### src/hdl/bpf_pkg.sv
package bpf_pkg;

	// Framing constants
	localparam logic [7:0]  BPF_SYNC_BYTE     = 8'hFA;
	localparam int          BPF_NUM_GROUPS    = 7;
	localparam int          BPF_FIELD_BITS    = 15;
	localparam int          BPF_WORD_BITS     = 16;
	localparam int          BPF_EXT_BYTE_BIT  = 7;
	localparam int          BPF_EXT_WORD_BIT  = 15;
	localparam logic [15:0] BPF_CRC_INIT      = 16'h0000;
	localparam logic [15:0] BPF_CRC_POLY      = 16'h1021;

	// Group bit positions in the group selection byte
	localparam int BPF_GRP_GENERAL  = 0;
	localparam int BPF_GRP_TIME     = 1;
	localparam int BPF_GRP_IMU      = 2;
	localparam int BPF_GRP_SAT1     = 3;
	localparam int BPF_GRP_ATTITUDE = 4;
	localparam int BPF_GRP_NAV      = 5;
	localparam int BPF_GRP_SAT2     = 6;

	// Field selection positions within groups
	localparam int BPF_SAT1_TIME_OF_WEEK_BIT  = 1;
	localparam int BPF_SAT1_WEEK_NUMBER_BIT   = 2;
	localparam int BPF_SAT1_RAW_MEAS_BIT      = 15;
	localparam int BPF_ATT_QUATERNION_BIT     = 2;
	localparam int BPF_ATT_MAGNETIC_NED_BIT   = 4;

	// Framer sequence states
	typedef enum logic [2:0] {
		BPF_IDLE,
		BPF_SYNC,
		BPF_GROUP,
		BPF_FIELD,
		BPF_PAYLOAD,
		BPF_CRC_HI,
		BPF_CRC_LO
	} bpf_state_e;

endpackage
### src/hdl/bpf_crc16.sv
`timescale 1ns/1ns
`default_nettype none

module bpf_crc16
	import bpf_pkg::*;
(
	input  wire logic        ref_clk_i,
	input  wire logic        rst_i,
	input  wire logic        clear_i,
	input  wire logic        update_i,
	input  wire logic [7:0]  data_i,
	output logic      [15:0] crc_o
);

	typedef struct packed {
		logic [15:0] crc;
	} bpf_crc_s;

	bpf_crc_s r;
	bpf_crc_s next_r;

	// MSB-first CRC over one byte; receiver rerunning it across CRC gets zero
	function automatic logic [15:0] bpf_crc_byte(input logic [15:0] c, input logic [7:0] d);
		logic [15:0] v;
		v = c ^ {d, 8'h00};
		for (int i = 0; i < 8; i++) begin
			v = v[15] ? ((v << 1) ^ BPF_CRC_POLY) : (v << 1);
		end
		return v;
	endfunction

	// Clear restarts a packet; clear wins since packets never overlap
	always_comb begin
		next_r = r;
		if (clear_i) begin
			next_r.crc = BPF_CRC_INIT;
		end else if (update_i) begin
			next_r.crc = bpf_crc_byte(r.crc, data_i);
		end
	end

	always_ff @(posedge ref_clk_i) begin
		if (rst_i) begin
			r.crc <= BPF_CRC_INIT;
		end else begin
			r <= next_r;
		end
	end

	assign crc_o = r.crc;

endmodule

`default_nettype wire

### src/hdl/bpf_framer.sv
`timescale 1ns/1ns
`default_nettype none

// Operation
// - Packet is header, payload, then CRC
// - Header length follows selection and extensions
// - First byte is always sync 0xFA
// - Group byte: seven flags, extension bit 7
// - Extension set means another group byte
// - First byte groups 1-7, then 8-14
// - Last group byte has extension clear
// - Group bits map to seven output groups
// - Group eight bit forced to zero
// - Field word MSB flags continuation word
// - Chained words give ascending 15-bit slices
// - Group chain ends before next group
// - Receiver group: tow, week, raw bits
// - Attitude: quaternion bit 2, NED bit 4
// - One field sequence per group, ascending
// - Payload in group order, no padding
// - CRC spans group byte through payload
// - CRC over packet with CRC gives zero
module bpf_framer
	import bpf_pkg::*;
#(
	parameter int FIELD_WORDS = 2
)
(
	input  wire logic                                   ref_clk_i,
	input  wire logic                                   rst_i,
	input  wire logic                                   start_i,
	input  wire logic [BPF_NUM_GROUPS-1:0]              group_select_i,
	input  wire logic [BPF_NUM_GROUPS*FIELD_WORDS*BPF_FIELD_BITS-1:0] field_selection_words_i,
	input  wire logic                                   pay_valid_i,
	input  wire logic [7:0]                             pay_data_i,
	input  wire logic                                   pay_last_i,
	input  wire logic                                   tx_ready_i,
	output logic                                        busy_o,
	output logic                                        pay_ready_o,
	output logic                                        tx_valid_o,
	output logic      [7:0]                             tx_data_o,
	output logic                                        tx_last_o
);

	// Selection bits held per group
	localparam int SEL_BITS = FIELD_WORDS * BPF_FIELD_BITS;
	// Group index meaning no further group selected
	localparam logic [2:0] GRP_NONE = 3'(BPF_NUM_GROUPS);

	// All framer state but the CRC in one register
	typedef struct packed {
		// Sequencing
		bpf_state_e                        state;
		logic [BPF_NUM_GROUPS-1:0]         groups;
		logic [BPF_NUM_GROUPS*SEL_BITS-1:0] fields;
		logic [2:0]                        grp;
		logic [7:0]                        word_idx;
		logic                              low_byte;
		logic                              busy;
		logic                              tx_valid;
		logic [7:0]                        tx_data;
		logic                              tx_last;
		logic                              crc_upd;
	} bpf_frame_s;

	// State, its next value and the CRC link
	bpf_frame_s r;
	bpf_frame_s next_r;
	logic [15:0] crc;
	logic        crc_clear;

	// Last word of a group's chain: no higher selection bits remain
	function automatic logic [7:0] bpf_words_needed(input logic [SEL_BITS-1:0] s);
		logic [7:0] n;
		n = 8'h01;
		for (int w = 1; w < FIELD_WORDS; w++) begin
			if (|(s >> (w * BPF_FIELD_BITS))) begin
				n = 8'(w + 1);
			end
		end
		return n;
	endfunction

	// Build one 16-bit field word with its extension flag
	function automatic logic [15:0] bpf_field_word(input logic [SEL_BITS-1:0] s,
			input logic [7:0] idx);
		logic [15:0] wd;
		logic [7:0]  need;
		need = bpf_words_needed(s);
		wd = 16'h0000;
		wd[BPF_FIELD_BITS-1:0] = 15'(s >> (idx * BPF_FIELD_BITS));
		// Extension set while higher slices still follow
		wd[BPF_EXT_WORD_BIT] = (idx + 8'h01) < need;
		return wd;
	endfunction

	// Next selected group at or above a position, 7 if none
	function automatic logic [2:0] bpf_next_group(input logic [BPF_NUM_GROUPS-1:0] g,
			input logic [2:0] from);
		logic [2:0] n;
		n = GRP_NONE;
		// Scan down so the lowest match is kept
		for (int i = BPF_NUM_GROUPS - 1; i >= 0; i--) begin
			if (g[i] && (3'(i) >= from)) begin
				n = 3'(i);
			end
		end
		return n;
	endfunction

	// Pick one byte of a word: field words leave low first, the CRC high first
	function automatic logic [7:0] bpf_byte_of(input logic [15:0] w, input logic hi);
		logic [7:0] b;
		b = hi ? w[BPF_WORD_BITS-1:BPF_WORD_BITS/2] : w[BPF_WORD_BITS/2-1:0];
		return b;
	endfunction

	// Current group's selection, its word and the handshake terms
	logic [2:0]          sel_grp;
	logic [SEL_BITS-1:0] cur_sel;
	logic [15:0]         cur_word;
	logic [2:0]          next_grp;
	logic                tx_take;
	logic                out_free;

	// Clamp the index so the part-select never reaches past the fields
	assign sel_grp  = (r.grp < GRP_NONE) ? r.grp : 3'h0;
	assign cur_sel  = r.fields[sel_grp*SEL_BITS +: SEL_BITS];
	// Word with its extension flag
	assign cur_word = bpf_field_word(cur_sel, r.word_idx);

	assign next_grp = bpf_next_group(r.groups, r.grp + 3'h1);

	// Byte leaves on ready
	assign tx_take  = r.tx_valid && tx_ready_i;
	// Output register is free when empty or being drained this cycle
	assign out_free = !r.tx_valid || tx_ready_i;

	// Sequencer: loads one byte per free output slot, gapless except one idle cycle before the CRC high byte.
	// A byte loads in the cycle the old one drains, which keeps the stream
	// dense at the cost of a payload ready that is not registered.
	always_comb begin
		// Defaults: no CRC feed, no clear, payload held off
		next_r = r;
		next_r.crc_upd = 1'b0;
		crc_clear = 1'b0;
		pay_ready_o = 1'b0;
		// Drained byte leaves the slot empty unless reloaded below
		if (tx_take) begin
			next_r.tx_valid = 1'b0;
			next_r.tx_last = 1'b0;
		end

		unique case (r.state)
			// Idle: capture the selection on start
			BPF_IDLE: begin
				if (start_i) begin
					next_r.groups = group_select_i;
					next_r.fields = field_selection_words_i;
					next_r.busy = 1'b1;
					next_r.state = BPF_SYNC;
					crc_clear = 1'b1;
				end else if (!r.tx_valid || tx_take) begin
					// Busy falls only once the final byte is taken
					next_r.busy = 1'b0;
				end
			end

			// Sync byte, kept out of the CRC
			BPF_SYNC: begin
				if (out_free) begin
					next_r.tx_valid = 1'b1;
					next_r.tx_data = BPF_SYNC_BYTE;
					next_r.state = BPF_GROUP;
				end
			end

			// Single group selection byte
			BPF_GROUP: begin
				if (out_free) begin
					next_r.tx_valid = 1'b1;
					next_r.tx_data = {1'b0, r.groups};
					next_r.crc_upd = 1'b1;
					next_r.grp = bpf_next_group(r.groups, 3'h0);
					next_r.word_idx = 8'h00;
					next_r.low_byte = 1'b0;
					next_r.state = (|r.groups) ? BPF_FIELD : BPF_PAYLOAD;
				end
			end

			// Field words of each selected group
			BPF_FIELD: begin
				if (out_free) begin
					// slices, low word first, sent low byte first
					next_r.tx_valid = 1'b1;
					next_r.tx_data = bpf_byte_of(cur_word, r.low_byte);
					next_r.crc_upd = 1'b1;
					next_r.low_byte = !r.low_byte;
					// Second byte of a word closes it
					if (r.low_byte) begin
						if (cur_word[BPF_EXT_WORD_BIT]) begin
							next_r.word_idx = r.word_idx + 8'h01;
						end else begin
							// chain ends, go to next group
							next_r.word_idx = 8'h00;
							next_r.grp = next_grp;
							if (next_grp == GRP_NONE) begin
								next_r.state = BPF_PAYLOAD;
							end
						end
					end
				end
			end

			// Payload bytes straight from the source
			BPF_PAYLOAD: begin
				// Ready tracks the sink directly, so no skid buffer is needed
				// payload passed through unpadded in supplied order
				pay_ready_o = out_free;
				if (out_free && pay_valid_i) begin
					next_r.tx_valid = 1'b1;
					next_r.tx_data = pay_data_i;
					next_r.crc_upd = 1'b1;
					// Last payload byte hands over to the CRC
					if (pay_last_i) begin
						next_r.state = BPF_CRC_HI;
					end
				end
			end

			// CRC high byte once the sum has settled
			BPF_CRC_HI: begin
				// CRC settles one cycle after the last payload byte
				if (out_free && !r.crc_upd) begin
					next_r.tx_valid = 1'b1;
					next_r.tx_data = bpf_byte_of(crc, 1'b1);
					next_r.state = BPF_CRC_LO;
				end
			end

			// CRC low byte closes the packet
			BPF_CRC_LO: begin
				if (out_free) begin
					next_r.tx_valid = 1'b1;
					next_r.tx_data = bpf_byte_of(crc, 1'b0);
					next_r.tx_last = 1'b1;
					next_r.state = BPF_IDLE;
				end
			end

			// Unused state code: drop the packet and resynchronise
			default: begin
				next_r = '0;
				next_r.state = BPF_IDLE;
			end
		endcase
	end

	// Single state register; reset clears everything
	always_ff @(posedge ref_clk_i) begin
		if (rst_i) begin
			r <= '0;
			r.state <= BPF_IDLE;
		end else begin
			r <= next_r;
		end
	end

	// CRC runs on each byte the cycle after it is loaded, sync excluded;
	// fed from the output register so each byte counts exactly once
	bpf_crc16 u_crc (
		.ref_clk_i (ref_clk_i),
		.rst_i     (rst_i),
		.clear_i   (crc_clear),
		.update_i  (r.crc_upd),
		.data_i    (r.tx_data),
		.crc_o     (crc)
	);

	// Outputs come straight from the state register
	assign busy_o     = r.busy;
	assign tx_valid_o = r.tx_valid;
	assign tx_data_o  = r.tx_data;
	assign tx_last_o  = r.tx_last;

endmodule

`default_nettype wire

### config.mk
export PLATFORM = sky130hd
export DESIGN_NAME = bpf_framer
export DESIGN_NICKNAME = d
export VERILOG_FILES = /design/src/hdl/bpf_pkg.sv /design/src/hdl/bpf_crc16.sv /design/src/hdl/bpf_framer.sv
export SDC_FILE = /design/constraint.sdc
export NUM_CORES = 1
export LEC_CHECK = 0
export ABC_AREA = 1
export BUFFER_PORTS_ARGS = -buffer_cell sky130_fd_sc_hd__buf_2
export CAP_MARGIN = 10
export CORE_ASPECT_RATIO = 1.4
export CORE_MARGIN = 8
export CORE_UTILIZATION = 61
export CTS_CLUSTER_DIAMETER = 60
export DETAILED_ROUTE_END_ITERATION = 10
export PLACE_DENSITY_LB_ADDON = 0.3
export SLEW_MARGIN = 15
export SYNTH_ARGS = -nofsm -noshare
export SYNTH_HDL_FRONTEND = slang
export SYNTH_SLANG_ARGS = --single-unit
### constraint.sdc
create_clock -name ref_clk_i -period 5.6 [get_ports ref_clk_i]
set_clock_uncertainty 0.15 [all_clocks]
set_input_delay 0.56 -clock ref_clk_i [delete_from_list [all_inputs] [get_ports ref_clk_i]]
set_output_delay 0.56 -clock ref_clk_i [all_outputs]
set_load 0.02 [all_outputs]
# Word level (Yosys, flattened, before mapping)
# Cells that the tools add are included.
# word_totals
wordCells,152
latchBits,0
rom_bits,0
n_memories,0
mem_bits_rw,0
register_bits,260
# classes
mul,2
n_bitwise,12
muxes,64
addsub,2
eq_ne,19
shifts,2
n_div,0
reduce_logical,30
n_lt_le_gt_ge,9
# ops
op,n
$pmux W217 S2,1
$mux W220,1
$shiftx A210 B9 Y30,1
$mux W13,8
$mux W3,23
$pmux W9 S7,1
$mux W9,5
$pmux W12 S3,1
$shr A30 B12 Y15,1
$mux W12,2
$not A3 Y3,8
$ne A2 B2 Y1 const B,11
$pmux W3 S7,1
$mux W8,2
$xor A16 B16 Y16,1
$reduce_or A15 Y1,1
$eq A3 B3 Y1 const B,4
$mul A8 B4 Y12 const B,1
$reduce_or A6 Y1,2
$mux W1,11
$mux W11,1
$reduce_and A11 Y1,1
$logic_and A1 B1 Y1,10
$mux W10,1
25 further kinds,41

# Longest topological paths before layout
# logic_depth
ltp_word,17
depth_mapped,21

# Hierarchy
# Synthesis repeated with hierarchy kept, for this count alone.
# hier_totals
cells_unflattened,1953
area_unflattened_um2,13157.6
# modules_own_cells
module,area_each_um2,n_inst,cells_per_inst
bpf_framer,12066.6,1,1766
bpf_crc16,1091.0,1,187

# Least setup slack after synthesis
# No wires, ideal clock.
# synth_timing
path_type,register to register
startpoint,register r[22] (netlist name)
endpoint,register r[22] (netlist name)
stages_incl_launch_ff,19
required_time_ps,5335
period_less_slack_ps,2625
t_arrival_ps,2359
path_slack_ps,2975
path_cell_list,dfxtp_1 -> buf_4 -> nand3_1 -> nand2_1 -> buf_2 -> nand3_1 -> nand3_1 -> nand2_1 -> nand2_1 -> inv_2 -> nand2_1 -> nor4_1 -> ha_1 -> nand3b_1 -> nor3_1 -> nand3_2 -> buf_6 -> a21oi_1 -> nor2_1
# synth_via
elab_chain_cells,13
# synth_lines
item,line_no,text
start: declaration,bpf_framer.sv:67,bpf_frame_s r;
start signal: assignment,bpf_framer.sv:265,r <= next_r;
branches (longest 13 deep; another with $lt A8 B2 Y1),--,
# Parallel ways; which one is timed is not known. The select of a mux whose other input is x is not followed.
# A chain may end at the register's enable or synchronous reset.

# Final worst setup path
# layout_timing
startpoint,register r[23] (netlist name)
endpoint,register r[21] (netlist name)
# layout_via
elab_chain_cells,14
# layout_lines
item
branches (longest 14 deep; another with $lt A8 B2 Y1)
# Parallel ways; which one is timed is not known. The select of a mux whose other input is x is not followed.

==> results.json <==
{
  "drc": 0,
  "hold_class": "primary input to register",
  "worstMarginPinSlew_ns": 1.09,
  "synthCells": 1869,
  "setup_tns_ns": 0,
  "fp.dieW_um": 140,
  "die_area_um2": 26400,
  "routabilityCongestion": 0.989,
  "grt_remaining_overflow": 0,
  "finalNonFillerCells": 2272,
  "cts_root_buffer": "clkbuf_16",
  "coreArea_um2": 21100,
  "synth.net_count": 2105,
  "die_h_um": 189,
  "max_freq_mhz": 234,
  "ff2ff_setup_slack_ns": 1.34,
  "ant_nets": 0,
  "cp_max_fo": 53,
  "setup_viol": 0,
  "synth-edff-count": 0,
  "synth_cell_types": 44,
  "clkTransAtPathRegs_ns": 0.06,
  "layout_common_cells": "264 x a21oi_1, 259 x dfxtp_1, 256 x nand2_1",
  "placement_rows": 63,
  "slowest_stage": "dfxtp_1",
  "htreeDepth": 1,
  "via_count": 13500,
  "crit_path_end_kind": "register",
  "seq_area_frac_synth": 0.398,
  "final_common_cell": "a21oi_1",
  "place_inst": 2228,
  "cts_tree": "yes",
  "postCtsSetupRepairBufs": 0,
  "drt_iter0_markers": 1353,
  "post_cts_resized": 0,
  "layout-drive-gt1-share": 0.162,
  "slowest_delay_ns": 0.73,
  "netlist_area_um2": 13100,
  "cts_buffers": 25,
  "outcome": "finished, final reports clean",
  "finalHoldViolCount": 0,
  "yosysWarnings": 0,
  "required_ns": 5.88,
  "n_antenna_cell": 0,
  "critPathLaunchType": "register",
  "synthToLayoutAreaGrowth_pct": 13.1,
  "slew-limit-headroom": 0.273,
  "cp.arrival_ns": 4.54,
  "path_class": "register to register",
  "clockBufferDepth": 3,
  "grt_usage": 0.317,
  "avgSynthCellArea_um2": 6.99,
  "io_pins": 243,
  "initial_core_util": 0.619,
  "crit_chain": "nand2_2, nand2_2, buf_4, nand2_1, nand3_1, nand3_1, nand2_1, nand3_1, nor4_1, ha_1, nand2_1, nand3_2, nand2_1, nand2_1, a21oi_1",
  "multi_input_area_um2": 6510,
  "grt_pass1_vias": 13100,
  "synth-seq-cells": 260,
  "n_fill_cell": 1884,
  "antenna_found_initial": 0,
  "fin_crit_ns": 4.26,
  "cellPowerDensity_nw_per_um2": 624,
  "hold-worst-slack_ns": 0.126,
  "dp_hpwl_um": 30400,
  "first_pass_iters": 5,
  "fin_crit_sh": 0.762,
  "cts.sinks": 260,
  "nNetsFinal": 2231,
  "clkLatencyLatePin_ns": 0.53,
  "grt_max_degree": 219,
  "cap_violations": 0,
  "maxSlewViolCount": 0,
  "ir_drop_mv": 0.671,
  "vias_per_cell": 5.95,
  "async_flop_share": 0,
  "io_buffers": 242,
  "cellLeakagePower_nw": 6.46,
  "cts.hold.buffers_added": 0,
  "synth_top_flop_cell": "dfxtp_1",
  "grt_pass1_wl_um": 68600,
  "cp_common_cell": "nand2_1",
  "seq_area_um2": 5210,
  "rsz0062_at_grt": "no",
  "wl_um": 43100,
  "routedWlPerCell_um": 19.0
}
-- where the power goes --
group / switching [W] / total, W / internal, W
logic: 0.00304 / 0.00440 / 0.00136
clock network: 0.000721 / 0.00167 / 0.000946
registers: 0.000460 / 0.00315 / 0.00269
total: 0.00422 / 0.00922 / 0.00500
-- per-stage QoR --
step | power [W] | setup slack, ns | utilization | cell area [µm²]
after CTS | 0.00913 | 1.40 | 0.700 | 14800
after detailed placement | 0.00742 | 1.44 | 0.662 | 14000
after global placement | 0.00736 | 1.60 | 0.662 | 14000
after global routing | 0.00988 | 0.945 | 0.700 | 14800
final | 0.00922 | 1.34 | 0.700 | 14800
after floorplan | 0.00629 | 2.98 | - | 13100
-- critical path: cells and delay by family (launching register included) --
family | cells | cell delay, ns
flip-flops | 1 | 0.73
AND/OR/NAND/NOR | 12 | 2.35
buffers and inverters | 1 | 0.47
AO/OA/AOI/OAI | 1 | 0.16
adder cells (fa/ha/maj) | 1 | 0.29
-- final cells by class --
cell class | instances | area share
multi-input cells | 1289 | 0.440
flip-flops and latches | 260 | 0.352
repair buffers | 257 | 0.0904
clock buffers | 36 | 0.0492
inverters | 162 | 0.0415
well taps | 260 | 0.0220
clock inverters | 8 | 0.00491
-- synthesized netlist by cell type, drive strengths merged (4+ instances only) --
cell type / n / share of area
a21oi: 266 / 0.10
dfxtp: 260 / 0.40
nand2: 260 / 0.075
nor2: 195 / 0.057
o21ai: 187 / 0.072
inv: 159 / 0.046
nand3: 155 / 0.060
a211oi: 85 / 0.049
clkbuf: 84 / 0.024
buf: 74 / 0.035
o211ai: 30 / 0.017
nand3b: 27 / 0.016
or2: 16 / 0.0077
xnor2: 12 / 0.0080
nor3: 10 / 0.0042
xor2: 9 / 0.0060
a31oi: 5 / 0.0024
ha: 5 / 0.0048
o22ai: 5 / 0.0024
nand4: 4 / 0.0019
nor4: 4 / 0.0019
-- per-layer routing --
metal  global-route usage  share of wire  up-vias
li1                     -              -     6543
met1                0.388           0.39     6164
met2                0.532           0.47      698
met3               0.0554          0.086      123
met4                0.151          0.048        0
met5                    0              0        -
-- final timing paths --
| path | cells past startpoint | to | start |
|---|---|---|---|
| setup / recovery | 15 | r[21] | r[23] |
| hold / removal | 3 | r[195] | field_selection_words_i[171] |
| setup reg to reg | 15 | r[21] | r[23] |
| hold reg to reg | 2 | busy_o | busy_o |
-- flip-flops by register name, summed over array words and instances (netlist names) --
signal,cells
r,233
u_crc.crc_o,16
tx_data_o,8
busy_o,1
tx_last_o,1
tx_valid_o,1
-- cells by family (layout without fill, tap and decap cells) --
group,Yosys count,count (layout),synth area share
buffers and inverters,320,463,0.105
flip-flops,260,260,0.398
AND/OR/NAND/NOR,671,671,0.223
XOR/XNOR,21,21,0.0141
adder cells (fa/ha/maj),5,5,0.00479
AO/OA/AOI/OAI,592,592,0.254
Power figures use the tool's default switching activity.
